<file path="config.mk">
export PLATFORM = sky130hd
export DESIGN_NAME = windowed_watchdog_clock_monitor
export DESIGN_NICKNAME = d
export VERILOG_FILES = /design/src/wdcm_pkg.sv /design/src/wd_window_timer.sv /design/src/windowed_watchdog_clock_monitor.sv
export VERILOG_INCLUDE_DIRS = /design/src
export SDC_FILE = /design/constraint.sdc
export NUM_CORES = 1
export LEC_CHECK = 0
export BUFFER_PORTS_ARGS = -buffer_cell sky130_fd_sc_hd__buf_2
export CAP_MARGIN = 40
export CELL_PAD_IN_SITES_DETAIL_PLACEMENT = 1
export CELL_PAD_IN_SITES_GLOBAL_PLACEMENT = 1
export CORE_ASPECT_RATIO = 0.7
export CORE_UTILIZATION = 46
export DETAILED_ROUTE_END_ITERATION = 10
export GPL_ROUTABILITY_DRIVEN = 0
export PLACE_DENSITY = 0.82
export SETUP_SLACK_MARGIN = 0.3
export SLEW_MARGIN = 20
export SYNTH_ARGS = -nofsm -noshare
export SYNTH_HDL_FRONTEND = slang
export SYNTH_SLANG_ARGS = --single-unit
</file>
<file path="constraint.sdc">
create_clock -name clk_i -period 2.8 [get_ports clk_i]
set_input_delay 0 -clock clk_i [delete_from_list [all_inputs] [get_ports clk_i]]
set_output_delay 0 -clock clk_i [all_outputs]
set_load 0.01 [all_outputs]
</file>
<file path="src/wdcm_consts.svh">
// constants for the windowed watchdog and clock monitor
`ifndef WDCM_CONSTS_SVH
`define WDCM_CONSTS_SVH
`define WIN_MSB           7
`define WIN_LSB           6
`define KEY_MSB           5
`define KEY_LSB           1
`define CM_BIT            0
`define SERVICE_KEY       5'h0c
`define WIN_RESET         2'h3
`define CM_RESET          1'h1
`define LOWER_LIMIT       17'h00800
`define UPPER_BASE        17'h02000
`define HOLD_TICKS        5'h10
`define CLK_PERIOD_NS     4
`define CM_MAX_PERIOD_NS  200000
`define CM_LIMIT_CYCLES   (`CM_MAX_PERIOD_NS / `CLK_PERIOD_NS)
`endif

</file>
<file path="src/wdcm_pkg.sv">
// types shared by the watchdog files
package wdcm_pkg;
	typedef enum logic [1:0] {ST_RUN, ST_DRIVE, ST_HOLD, ST_WAIT_HIGH} fail_state_t;
endpackage

</file>
<file path="src/wd_window_timer.sv">
// service window counter measured in idle timer ticks
`timescale 1ns/1ps
`include "wdcm_consts.svh"
module wd_window_timer
	import wdcm_pkg::*;
#(
	parameter int CNT_W = 17
)
(
	// clock and reset
	input  wire logic             clk_i,
	input  wire logic             rst_i,
	// control
	input  wire logic             tick_i,
	input  wire logic             restart_i,
	input  wire logic             run_i,
	input  wire logic [CNT_W-1:0] upper_limit_i,
	// status
	output logic                  early_o,
	output logic                  expired_o
);
	logic [CNT_W-1:0] count;
	wire              advance = run_i & tick_i & ~expired_o;

	always_ff @(posedge clk_i or posedge rst_i)
	begin
		if (rst_i)
			count <= '0;
		else if (restart_i)
			count <= '0;
		else if (advance)
			count <= count + 1'b1;
	end

	// lower limit stays fixed whatever window is chosen
	assign early_o   = count < `LOWER_LIMIT;
	assign expired_o = count >= upper_limit_i;

	restart_zero_a: assert property (@(posedge clk_i) disable iff (rst_i)
		restart_i |=> count == '0 && early_o)
		else $error("window counter not cleared by restart");
endmodule

</file>
<file path="src/windowed_watchdog_clock_monitor.sv">
// windowed watchdog with instruction clock monitor and fail output
`timescale 1ns/1ps
`include "wdcm_consts.svh"
// Overview of operation
// - watchdog and monitor act only when the option enable is set
// - separate upper and lower limit logic bound the service interval
// - window timing counts idle timer ticks
// - clock monitor flags a missing or very slow instruction clock
// - a service is a write to the service register
// - service value: window select 7:6, key 5:1, monitor select bit 0
// - lower limit is fixed at 2048 ticks
// - window select gives upper limit of 8k, 16k, 32k or 64k ticks
// - ticks are instruction cycles in high speed, else 32 kHz clock
// - key field must equal 01100 for a valid service
// - monitor select bit enables the clock monitor when one
// - monitor never flags while instruction rate is at least 5 kHz
// - only the first keyed write after reset sets window and monitor
// - later writes must match all fields, else error; a match past the lower limit restarts
// - reset arms maximum window and monitor on, detectors running
// - fail pin held low 16 instruction cycles after it reads low
module windowed_watchdog_clock_monitor
	import wdcm_pkg::*;
#(
	parameter int CM_LIMIT = `CM_LIMIT_CYCLES,
	parameter int CM_W     = 16
)
(
	// clock and reset
	input  wire logic       clk_i,
	input  wire logic       rst_i,
	// configuration
	input  wire logic       wd_option_en_i,
	input  wire logic       high_speed_mode_i,
	// time bases
	input  wire logic       inst_cycle_tick_i,
	input  wire logic       low_speed_clk_i,
	// service register access
	input  wire logic       reg_wr_i,
	input  wire logic [7:0] reg_wdata_i,
	output logic      [7:0] reg_rdata_o,
	// fail output pin, open drain active low
	input  wire logic       fail_pin_i,
	output logic            fail_pin_o,
	output logic            fail_pin_oe_o
);
	fail_state_t      state;
	fail_state_t      next_state;
	logic [1:0]       win_sel;
	logic             cm_en;
	logic             configured;
	logic             ls_s1;
	logic             ls_s2;
	logic             ls_s3;
	logic             pin_s1;
	logic             pin_s2;
	logic [CM_W-1:0]  cm_gap;
	logic [4:0]       hold_cnt;
	logic             early;
	logic             expired;

	function automatic logic [16:0] upper_of(input logic [1:0] sel);
		upper_of = `UPPER_BASE << sel;
	endfunction

	// slow clock and pin come from outside this clock domain
	always_ff @(posedge clk_i or posedge rst_i)
	begin
		if (rst_i)
		begin
			ls_s1  <= 1'b0;
			ls_s2  <= 1'b0;
			ls_s3  <= 1'b0;
			pin_s1 <= 1'b1;
			pin_s2 <= 1'b1;
		end
		else
		begin
			ls_s1  <= low_speed_clk_i;
			ls_s2  <= ls_s1;
			ls_s3  <= ls_s2;
			pin_s1 <= fail_pin_i;
			pin_s2 <= pin_s1;
		end
	end

	wire ls_rise   = ls_s2 & ~ls_s3;
	wire idle_tick = high_speed_mode_i ? inst_cycle_tick_i : ls_rise;
	wire pin_low   = ~pin_s2;

	// clock monitor: gap in system clocks since last instruction tick
	always_ff @(posedge clk_i or posedge rst_i)
	begin
		if (rst_i)
			cm_gap <= '0;
		else if (inst_cycle_tick_i)
			cm_gap <= '0;
		else if (cm_gap < CM_LIMIT[CM_W-1:0])
			cm_gap <= cm_gap + 1'b1;
	end

	// a gap of 200 us is exactly 5 kHz, so only slower clocks trip it
	wire cm_slow = cm_gap >= CM_LIMIT[CM_W-1:0];
	wire cm_err  = wd_option_en_i & cm_en & cm_slow;

	// service write decode
	wire [1:0] wr_win = reg_wdata_i[`WIN_MSB:`WIN_LSB];
	wire [4:0] wr_key = reg_wdata_i[`KEY_MSB:`KEY_LSB];
	wire       wr_cm  = reg_wdata_i[`CM_BIT];
	wire       key_ok = wr_key == `SERVICE_KEY;
	wire       all_ok = key_ok & (wr_win == win_sel) & (wr_cm == cm_en);
	// writes during an active fail output are dropped
	wire       wr_accept = wd_option_en_i & reg_wr_i & (state == ST_RUN)
		& ~cm_err;
	// the first service may come inside the lower limit
	wire       svc_ok  = wr_accept & (configured ? (all_ok & ~early)
		: key_ok);
	wire       svc_err = wr_accept & ~svc_ok;
	wire       time_err = (state == ST_RUN) & expired;
	wire       wd_err  = wd_option_en_i & (svc_err | time_err);
	wire       pin_back = (state == ST_WAIT_HIGH) & ~pin_low;
	wire       restart  = svc_ok | pin_back;
	wire       timer_run = wd_option_en_i & (state == ST_RUN);
	wire       hold_done = hold_cnt >= `HOLD_TICKS - 5'h01;

	always_ff @(posedge clk_i or posedge rst_i)
	begin
		if (rst_i)
		begin
			win_sel    <= `WIN_RESET;
			cm_en      <= `CM_RESET;
			configured <= 1'b0;
		end
		else if (svc_ok & ~configured)
		begin
			win_sel    <= wr_win;
			cm_en      <= wr_cm;
			configured <= 1'b1;
		end
	end

	always_comb
	begin
		next_state = state;
		case (state)
			ST_RUN:
				if (wd_err | cm_err)
					next_state = ST_DRIVE;
			ST_DRIVE:
				if (pin_low)
					next_state = ST_HOLD;
			ST_HOLD:
				if (~cm_err & inst_cycle_tick_i & hold_done)
					next_state = ST_WAIT_HIGH;
			ST_WAIT_HIGH:
				if (~pin_low)
					next_state = ST_RUN;
			default:
				next_state = ST_RUN;
		endcase
		if (~wd_option_en_i)
			next_state = ST_RUN;
	end

	wire next_drive = (next_state == ST_DRIVE) | (next_state == ST_HOLD);

	always_ff @(posedge clk_i or posedge rst_i)
	begin
		if (rst_i)
		begin
			state         <= ST_RUN;
			hold_cnt      <= 5'h00;
			fail_pin_oe_o <= 1'b0;
			reg_rdata_o   <= 8'h00;
		end
		else
		begin
			state <= next_state;
			// hold count runs on instruction cycles, paused by a clock fault
			if (state != ST_HOLD)
				hold_cnt <= 5'h00;
			else if (inst_cycle_tick_i & ~cm_err & ~hold_done)
				hold_cnt <= hold_cnt + 5'h01;
			fail_pin_oe_o <= next_drive;
			// key never reads back
			reg_rdata_o   <= {win_sel, 5'h00, cm_en};
		end
	end

	assign fail_pin_o = 1'b0;

	wd_window_timer #(
		.CNT_W         (17)
	) u_timer (
		.clk_i         (clk_i),
		.rst_i         (rst_i),
		.tick_i        (idle_tick),
		.restart_i     (restart),
		.run_i         (timer_run),
		.upper_limit_i (upper_of(win_sel)),
		.early_o       (early),
		.expired_o     (expired)
	);

	key_hidden_a: assert property (@(posedge clk_i) disable iff (rst_i)
		reg_rdata_o[`KEY_MSB:`KEY_LSB] == 5'h00)
		else $error("key field visible on read");

	option_off_a: assert property (@(posedge clk_i) disable iff (rst_i)
		!wd_option_en_i |=> !fail_pin_oe_o)
		else $error("fail output driven with option off");

	bad_key_a: assert property (@(posedge clk_i) disable iff (rst_i)
		wr_accept && !key_ok |=> fail_pin_oe_o && state == ST_DRIVE)
		else $error("bad key did not raise fail");

	choice_lock_a: assert property (@(posedge clk_i) disable iff (rst_i)
		configured |=> $stable(win_sel) && $stable(cm_en) && configured)
		else $error("window or monitor choice changed");

	reset_arm_a: assert property (@(posedge clk_i) disable iff (rst_i)
		!configured |-> win_sel == `WIN_RESET && cm_en == `CM_RESET)
		else $error("not armed at maximum window");

	early_svc_a: assert property (@(posedge clk_i) disable iff (rst_i)
		wr_accept && configured && all_ok && early |=> fail_pin_oe_o)
		else $error("early service not flagged");

	upper_exp_a: assert property (@(posedge clk_i) disable iff (rst_i)
		wd_option_en_i && state == ST_RUN && expired |=> fail_pin_oe_o)
		else $error("upper limit expiry not flagged");

	ignore_svc_a: assert property (@(posedge clk_i) disable iff (rst_i)
		reg_wr_i && state != ST_RUN |-> !svc_ok && !svc_err)
		else $error("service taken while fail active");

	cm_fast_a: assert property (@(posedge clk_i) disable iff (rst_i)
		inst_cycle_tick_i |=> !cm_err)
		else $error("monitor flagged a running clock");

	hold_len_a: assert property (@(posedge clk_i) disable iff (rst_i)
		state == ST_HOLD && next_state == ST_WAIT_HIGH
		|-> hold_cnt == `HOLD_TICKS - 5'h01)
		else $error("fail hold length wrong");
endmodule

</file>
==> results of run 1 <==
## cell families (layout without fill, tap and decap cells)
family,after synthesis,in the layout,synth area share (%)
simple gates,117,117,21.7
other cells,1,6,0.133
compound gates,48,48,12.1
xor+xnor,27,27,8.37
buf+inv,25,50,4.21
mux,5,5,1.90
flops,53,53,47.1
fa+ha+maj,10,10,4.43
## area by class of cell
type | instances | share of cell area [%]
clock buffers | 5 | 2.14
clock inverters | 3 | 2.03
inverters | 12 | 1.40
multi-input cells | 213 | 44.0
flip-flops and latches | 53 | 41.5
well taps | 75 | 2.92
repair buffers | 30 | 6.00
## final timing paths
kind / depth (start not counted) / to / slack, ns
worst max-delay path: 7 / u_timer.count[16] / 0.30
worst min-delay path: 3 / fail_pin_oe_o / 0.04
worst max register to register: 7 / u_timer.count[16] / 0.30
worst min register to register: 0 / ls_s2 / 0.36
max in group asynchronous: 4 / win_sel[0] / 1.61
min in group asynchronous: 3 / hold_cnt[0] / 0.37
## worst max-delay path, stage by stage, from the launching register on
cell     delay, ns
dfstp_2       0.61
nand2_1       0.08
ha_1          0.19
or3_4         0.38
a211o_4       0.32
or2_0         0.24
or4_4         0.49
a21oi_2       0.14
## metrics by stage
step / setup WS [ns] / total power [W] / hold WS, ns
floorplan: 0.499 / 0.00106 / 0.00448
global placement: 0.423 / 0.00112 / 0.105
detailed placement: 0.368 / 0.00114 / 0.109
CTS: 0.332 / 0.00176 / 0.0254
global route: 0.231 / 0.00184 / 0.0432
finish: 0.297 / 0.00176 / 0.0369
## per-layer routing
layer,vias to the layer above,global-route usage [%],part of all wire (%)
met1,1133,33.2,49
li1,1058,-,-
met3,11,5.29,4.0
met5,-,0,0
met4,0,7.28,1.5
met2,49,37.1,45
## cell usage after synthesis (2+ instances only)
| cell | instances |
|---|---|
| nor4_1 | 6 |
| or2_2 | 2 |
| nand4_1 | 5 |
| dfstp_2 | 5 |
| nor3_1 | 11 |
| nor2b_1 | 3 |
| and4_1 | 2 |
| o31ai_1 | 5 |
| xnor2_1 | 12 |
| nor2_1 | 32 |
| o21a_1 | 3 |
| clkbuf_1 | 5 |
| ha_1 | 10 |
| o31a_1 | 2 |
| dfrtp_1 | 48 |
| a21oi_1 | 10 |
| nor3b_1 | 2 |
| or3_1 | 5 |
| buf_4 | 6 |
| and3_1 | 4 |
| nand2_1 | 19 |
| a31oi_1 | 2 |
| nand2b_1 | 5 |
| mux2_2 | 3 |
| o2111ai_1 | 7 |
| buf_2 | 2 |
| o21ai_0 | 9 |
| mux2i_1 | 2 |
| inv_1 | 12 |
| nand3_1 | 8 |
| xor2_1 | 15 |
| or4_1 | 6 |
## flip-flops by register name, indices dropped and copies added, names as in the netlist
name           count
hold_cnt           5
pin_s1             1
configured         1
ls_s1              1
ls_s2              1
pin_s2             1
cm_gap            16
cm_en              1
reg_rdata_o        3
state              2
win_sel            2
fail_pin_oe_o      1
u_timer.count     17
ls_s3              1
## what timing repair did
| item | in CTS | in global routing |
|---|---|---|
| hold buffers | 6 | 0 |
| setup endpoints to repair | 0 | 5 |
| setup buffers | 0 | 0 |
| endpoints found under the hold margin | 37 | 0 |
| resized for setup | 0 | 6 |
## where the power goes
group	internal [W]	leakage, nW	total [W]	switching, W
clock network	0.000355	0.0681	0.000612	0.000256
registers	0.000826	0.704	0.000896	0.0000695
logic	0.000109	0.624	0.000249	0.000140
total	0.00129	1.40	0.00176	0.000466
==> results.py, run 1 <==
metrics = {
    "finish": {
        "nets": 341,
        "fillers": 666,
        "final_cell_area_um2": 3210,
        "final_core_util_pct": 55.2,
        "final_common_cell": "dfrtp_1",
        "fin_cells": 391,
        "drive_gt1_share_pct": 15.8,
        "register_area_um2": 1330,
        "multiInputGateArea_um2": 1410,
        "area_growth_pct": 13.6,
        "diodes": 0,
        "layout_common_cells": "dfrtp_1 (48), nor2_1 (32), nand2_1 (19), buf_2 (19), xor2_1 (15)",
    },
    "logic_synthesis": {
        "synth_flop_cell": "dfrtp_1",
        "yosys_warnings": 0,
        "synth_seq_cells": 53,
        "syn_area_um2": 2830,
        "ys_top_cells_by_area": "dfrtp_1 (42%), dfstp_2 (4.6%), xor2_1 (4.6%), ha_1 (4.4%), nor2_1 (4.2%)",
        "syn_area_per_cell_um2": 9.88,
        "netlist.area_leader.share_pct": 42.5,
        "synth_cell_types": 50,
        "synth_edf_count": 0,
        "postSynth.asyncResetShare_pct": 100,
        "synth_top_area_cell": "dfrtp_1",
        "seq_area_frac_synth_pct": 47.1,
        "syn_inst": 286,
    },
    "place": {
        "port_buffers": 19,
        "placed_area_um2": 2990,
        "hpwlAfterDp_mm": 4.90,
        "dpl.cell_count": 376,
    },
    "sta": {
        "worst_pin_slew_ns": 0.757,
        "rsz0062_at_grt": "true",
        "fin_crit_sh_pct": 89.4,
        "finClkSkew_ns": 0.00726,
        "finalSetupViolCount": 0,
        "clock.fmax_mhz": 399,
        "slew_headroom_pct": 49.5,
        "hold_viol_final": 0,
        "min_period_ns": 2.50,
        "drv_slew": 0,
        "setup_tns_ns": 0,
    },
    "floorplanning": {
        "fp.dieW_um": 95.7,
        "io_pins": 26,
        "core.rowCount": 23,
        "die-area_um2": 6470,
        "die_h_um": 67.6,
        "initial_core_util_pct": 48.6,
        "coreArea_um2": 5810,
    },
    "clocking": {
        "worstSkewPairLatency_ns": 0.31,
        "clkSinkCount": 53,
        "cts_root_buffer": "clkbuf_8",
        "tritoncts": "done",
        "cts_htree_levels": 2,
        "cts.clk_slew.worst_paths_ns": 0.10,
        "numCtsBuffers": 5,
        "clk_path_buf_depth": 2,
    },
    "global_route": {
        "grt_pass1_vias": 2404,
        "antenna_found_initial": 0,
        "grt_util_all_layers_pct": 23.8,
        "grt_max_degree": 36,
        "grt_pass1_wl_mm": 11.5,
        "grt-ovfl-total": 0,
    },
    "setup_path": {
        "critPathKind": "flop to flop",
        "cp-startpoint": "win_sel[0]",
        "cp-start-kind": "flop",
        "r2r_start": "win_sel[0]",
        "cp-end-kind": "flop",
        "critPathMaxFanout": 7,
        "required_ns": 3.04,
        "crit_arrival_ns": 2.74,
    },
    "detailed_routing": {
        "drc": 0,
        "finalWirelength_mm": 6.84,
        "routedWlPerCell_um": 17.5,
        "ant_nets": 0,
        "drtIter0Drc": 116,
        "num_vias": 2251,
        "vias_per_cell": 5.76,
        "drt_pass1_iterations": 4,
    },
    "pwr": {
        "power_density_nw_per_um2": 547,
        "power_leakage_nw": 1.40,
        "ir_drop_mv": 0.351,
    },
    "min_path": {
        "min_from": "wd_option_en_i",
        "hp-class": "input pin to flop",
    },
    "outcome": {
        "outcome": "completed",
    },
    "job": {
        "maxCapViolCount": 0,
    },
}
Note: power is estimated with default switching activity, not from simulation.
==> run 2, diff against run 1 <==
BUFFER_PORTS_ARGS = default   (was -buffer_cell sky130_fd_sc_hd__buf_2)
CORE_UTILIZATION = 49   (was 46)
DONT_BUFFER_PORTS = 1   (was default)
PLACE_DENSITY = 0.81   (was 0.82)
==> results.py, run 2 (synthesized netlist as in run 1, its figures left out) <==
metrics = {
    "outcome": {
        "outcome": "completed",
    },
    "pwr": {
        "finalPower_w": 0.00157,
        "power_density_nw_per_um2": 499,
        "ir_drop_mv": 0.247,
        "power_leakage_nw": 1.33,
    },
    "detailed_routing": {
        "finalWirelength_mm": 6.62,
        "drc": 0,
        "routedWlPerCell_um": 17.5,
        "vias_per_cell": 5.77,
        "num_vias": 2176,
        "ant_nets": 0,
        "drt_pass1_iterations": 4,
        "drtIter0Drc": 125,
    },
    "setup_path": {
        "reg2reg_depth": 7,
        "crit_end": "u_timer.count[16]",
        "cp-start-kind": "flop",
        "critPathMaxFanout": 7,
        "cp-end-kind": "flop",
        "critPathKind": "flop to flop",
        "r2r_start": "win_sel[0]",
        "cp-startpoint": "win_sel[0]",
        "required_ns": 3.05,
        "r2r-end": "u_timer.count[16]",
        "ff2ff_setup_slack_ns": 0.35,
        "crit_arrival_ns": 2.70,
    },
    "sta": {
        "worst_pin_slew_ns": 0.699,
        "slew_headroom_pct": 52.2,
        "rsz0062_at_grt": "true",
        "clock.fmax_mhz": 408,
        "setup_ws_ns": 0.348,
        "fin_crit_sh_pct": 87.6,
        "hold_viol_final": 0,
        "setup_tns_ns": 0,
        "drv_slew": 0,
        "finalSetupViolCount": 0,
        "finClkSkew_ns": 0.00611,
        "min_period_ns": 2.45,
    },
    "finish": {
        "regMostFlops": "u_timer.count",
        "final_cell_area_um2": 3150,
        "nets": 330,
        "reg_top3": "u_timer.count x17, cm_gap x16, hold_cnt x5",
        "final_common_cell": "dfrtp_1",
        "area_growth_pct": 11.3,
        "diodes": 0,
        "fillers": 611,
        "drive_gt1_share_pct": 10.5,
        "largest_register_ffs": 17,
        "layout_common_cells": "dfrtp_1 (48), nor2_1 (32), nand2_1 (19), xor2_1 (15), xnor2_1 (12)",
    },
    "global_route": {
        "grt-ovfl-total": 0,
        "grt_pass1_wl_mm": 11.3,
        "grt_util_all_layers_pct": 24.7,
        "antenna_found_initial": 0,
        "grt_max_degree": 39,
        "grt_pass1_vias": 2287,
    },
    "place": {
        "port_buffers": 0,
        "placed_area_um2": 2890,
        "post-place-ws_ns": 0.288,
        "hpwlAfterDp_mm": 4.69,
    },
    "clocking": {
        "worstSkewPairLatency_ns": 0.32,
        "clk_path_buf_depth": 2,
        "cts.clk_slew.worst_paths_ns": 0.09,
        "cts_root_buffer": "clkbuf_8",
        "clkSinkCount": 53,
        "tritoncts": "done",
        "cts_htree_levels": 2,
        "numCtsBuffers": 5,
    },
    "floorplanning": {
        "die-area_um2": 6080,
        "die_h_um": 65.5,
        "fp.dieW_um": 92.8,
        "core.rowCount": 22,
        "initial_core_util_pct": 52.4,
        "coreArea_um2": 5400,
        "io_pins": 26,
    },
    "job": {
        "maxCapViolCount": 0,
    },
    "min_path": {
        "whs_path_depth": 4,
        "hp-class": "input pin to flop",
    },
}
## run 2: cell types whose count changed in the layout (fill, tap and decap cells not counted), sizes merged
cell	previous run	this run
buf	23	8
dlygate4sd3	6	11
bufinv	2	0
clkbuf	6	8
clkinv	1	0
## run 2: layout make-up
| cell class | instances | area (um2) | area share (%) |
|---|---|---|---|
| clock buffer | 8 | 80.1 | 2.55 |
| inverter | 12 | 45.0 | 1.43 |
| multi-input combinational | 213 | 1420 | 45.0 |
| sequential | 53 | 1330 | 42.4 |
| tap | 72 | 90.1 | 2.86 |
| timing repair buffer | 19 | 183 | 5.81 |
## run 2: repair_timing
| item | in CTS | in global routing |
|---|---|---|
| setup endpoints to repair | 3 | 6 |
| setup buffers | 1 | 2 |
| hold endpoints to repair | 58 | 1 |
| gates resized for setup | 1 | 6 |
| hold buffers | 10 | 1 |
## run 2: worst min-delay path by stage
stage                     slack (ns)     endpoint         startpoint
after global placement         0.005       pin_s1         fail_pin_i
after floorplan                0.004       pin_s1         fail_pin_i
after global routing            0.09  hold_cnt[2]  inst_cycle_tick_i
final                           0.09  hold_cnt[2]  inst_cycle_tick_i
after CTS                       0.09  hold_cnt[2]  inst_cycle_tick_i
after detailed placement       0.005       pin_s1         fail_pin_i
## run 2: routing by layer
metal,routed length (um),track usage [%]
met5,0,0
met4,99,8.08
met3,379,6.02
met2,2840,36.5
met1,3300,35.5
## run 2: through the flow
step | std cells | hold slack (ns) | util (%)
6_report | 377 | 0.0913 | 58.3
5_1_grt | 377 | 0.0946 | 58.3
4_1_cts | 373 | 0.0926 | 57.1
3_5_place_dp | 354 | 0.00454 | 53.6
3_3_place_gp | 354 | 0.00454 | 53.6
2_1_floorplan | 291 | 0.00448 | -
## run 2: power breakdown
part / total [W] / internal [W] / switching, W / leakage, nW
clock: 0.000432 / 0.000179 / 0.000254 / 0.0395
sequential: 0.000897 / 0.000826 / 0.0000704 / 0.704
combinational: 0.000239 / 0.000108 / 0.000131 / 0.583
total: 0.00157 / 0.00111 / 0.000455 / 1.33
## run 2: worst max-delay path, stage by stage (launching register included)
cell,delay (ns)
dfstp_2,0.58
nand2_1,0.08
ha_1,0.17
or3_4,0.37
a211o_4,0.32
or2_1,0.23
or4_4,0.49
a21oi_2,0.14
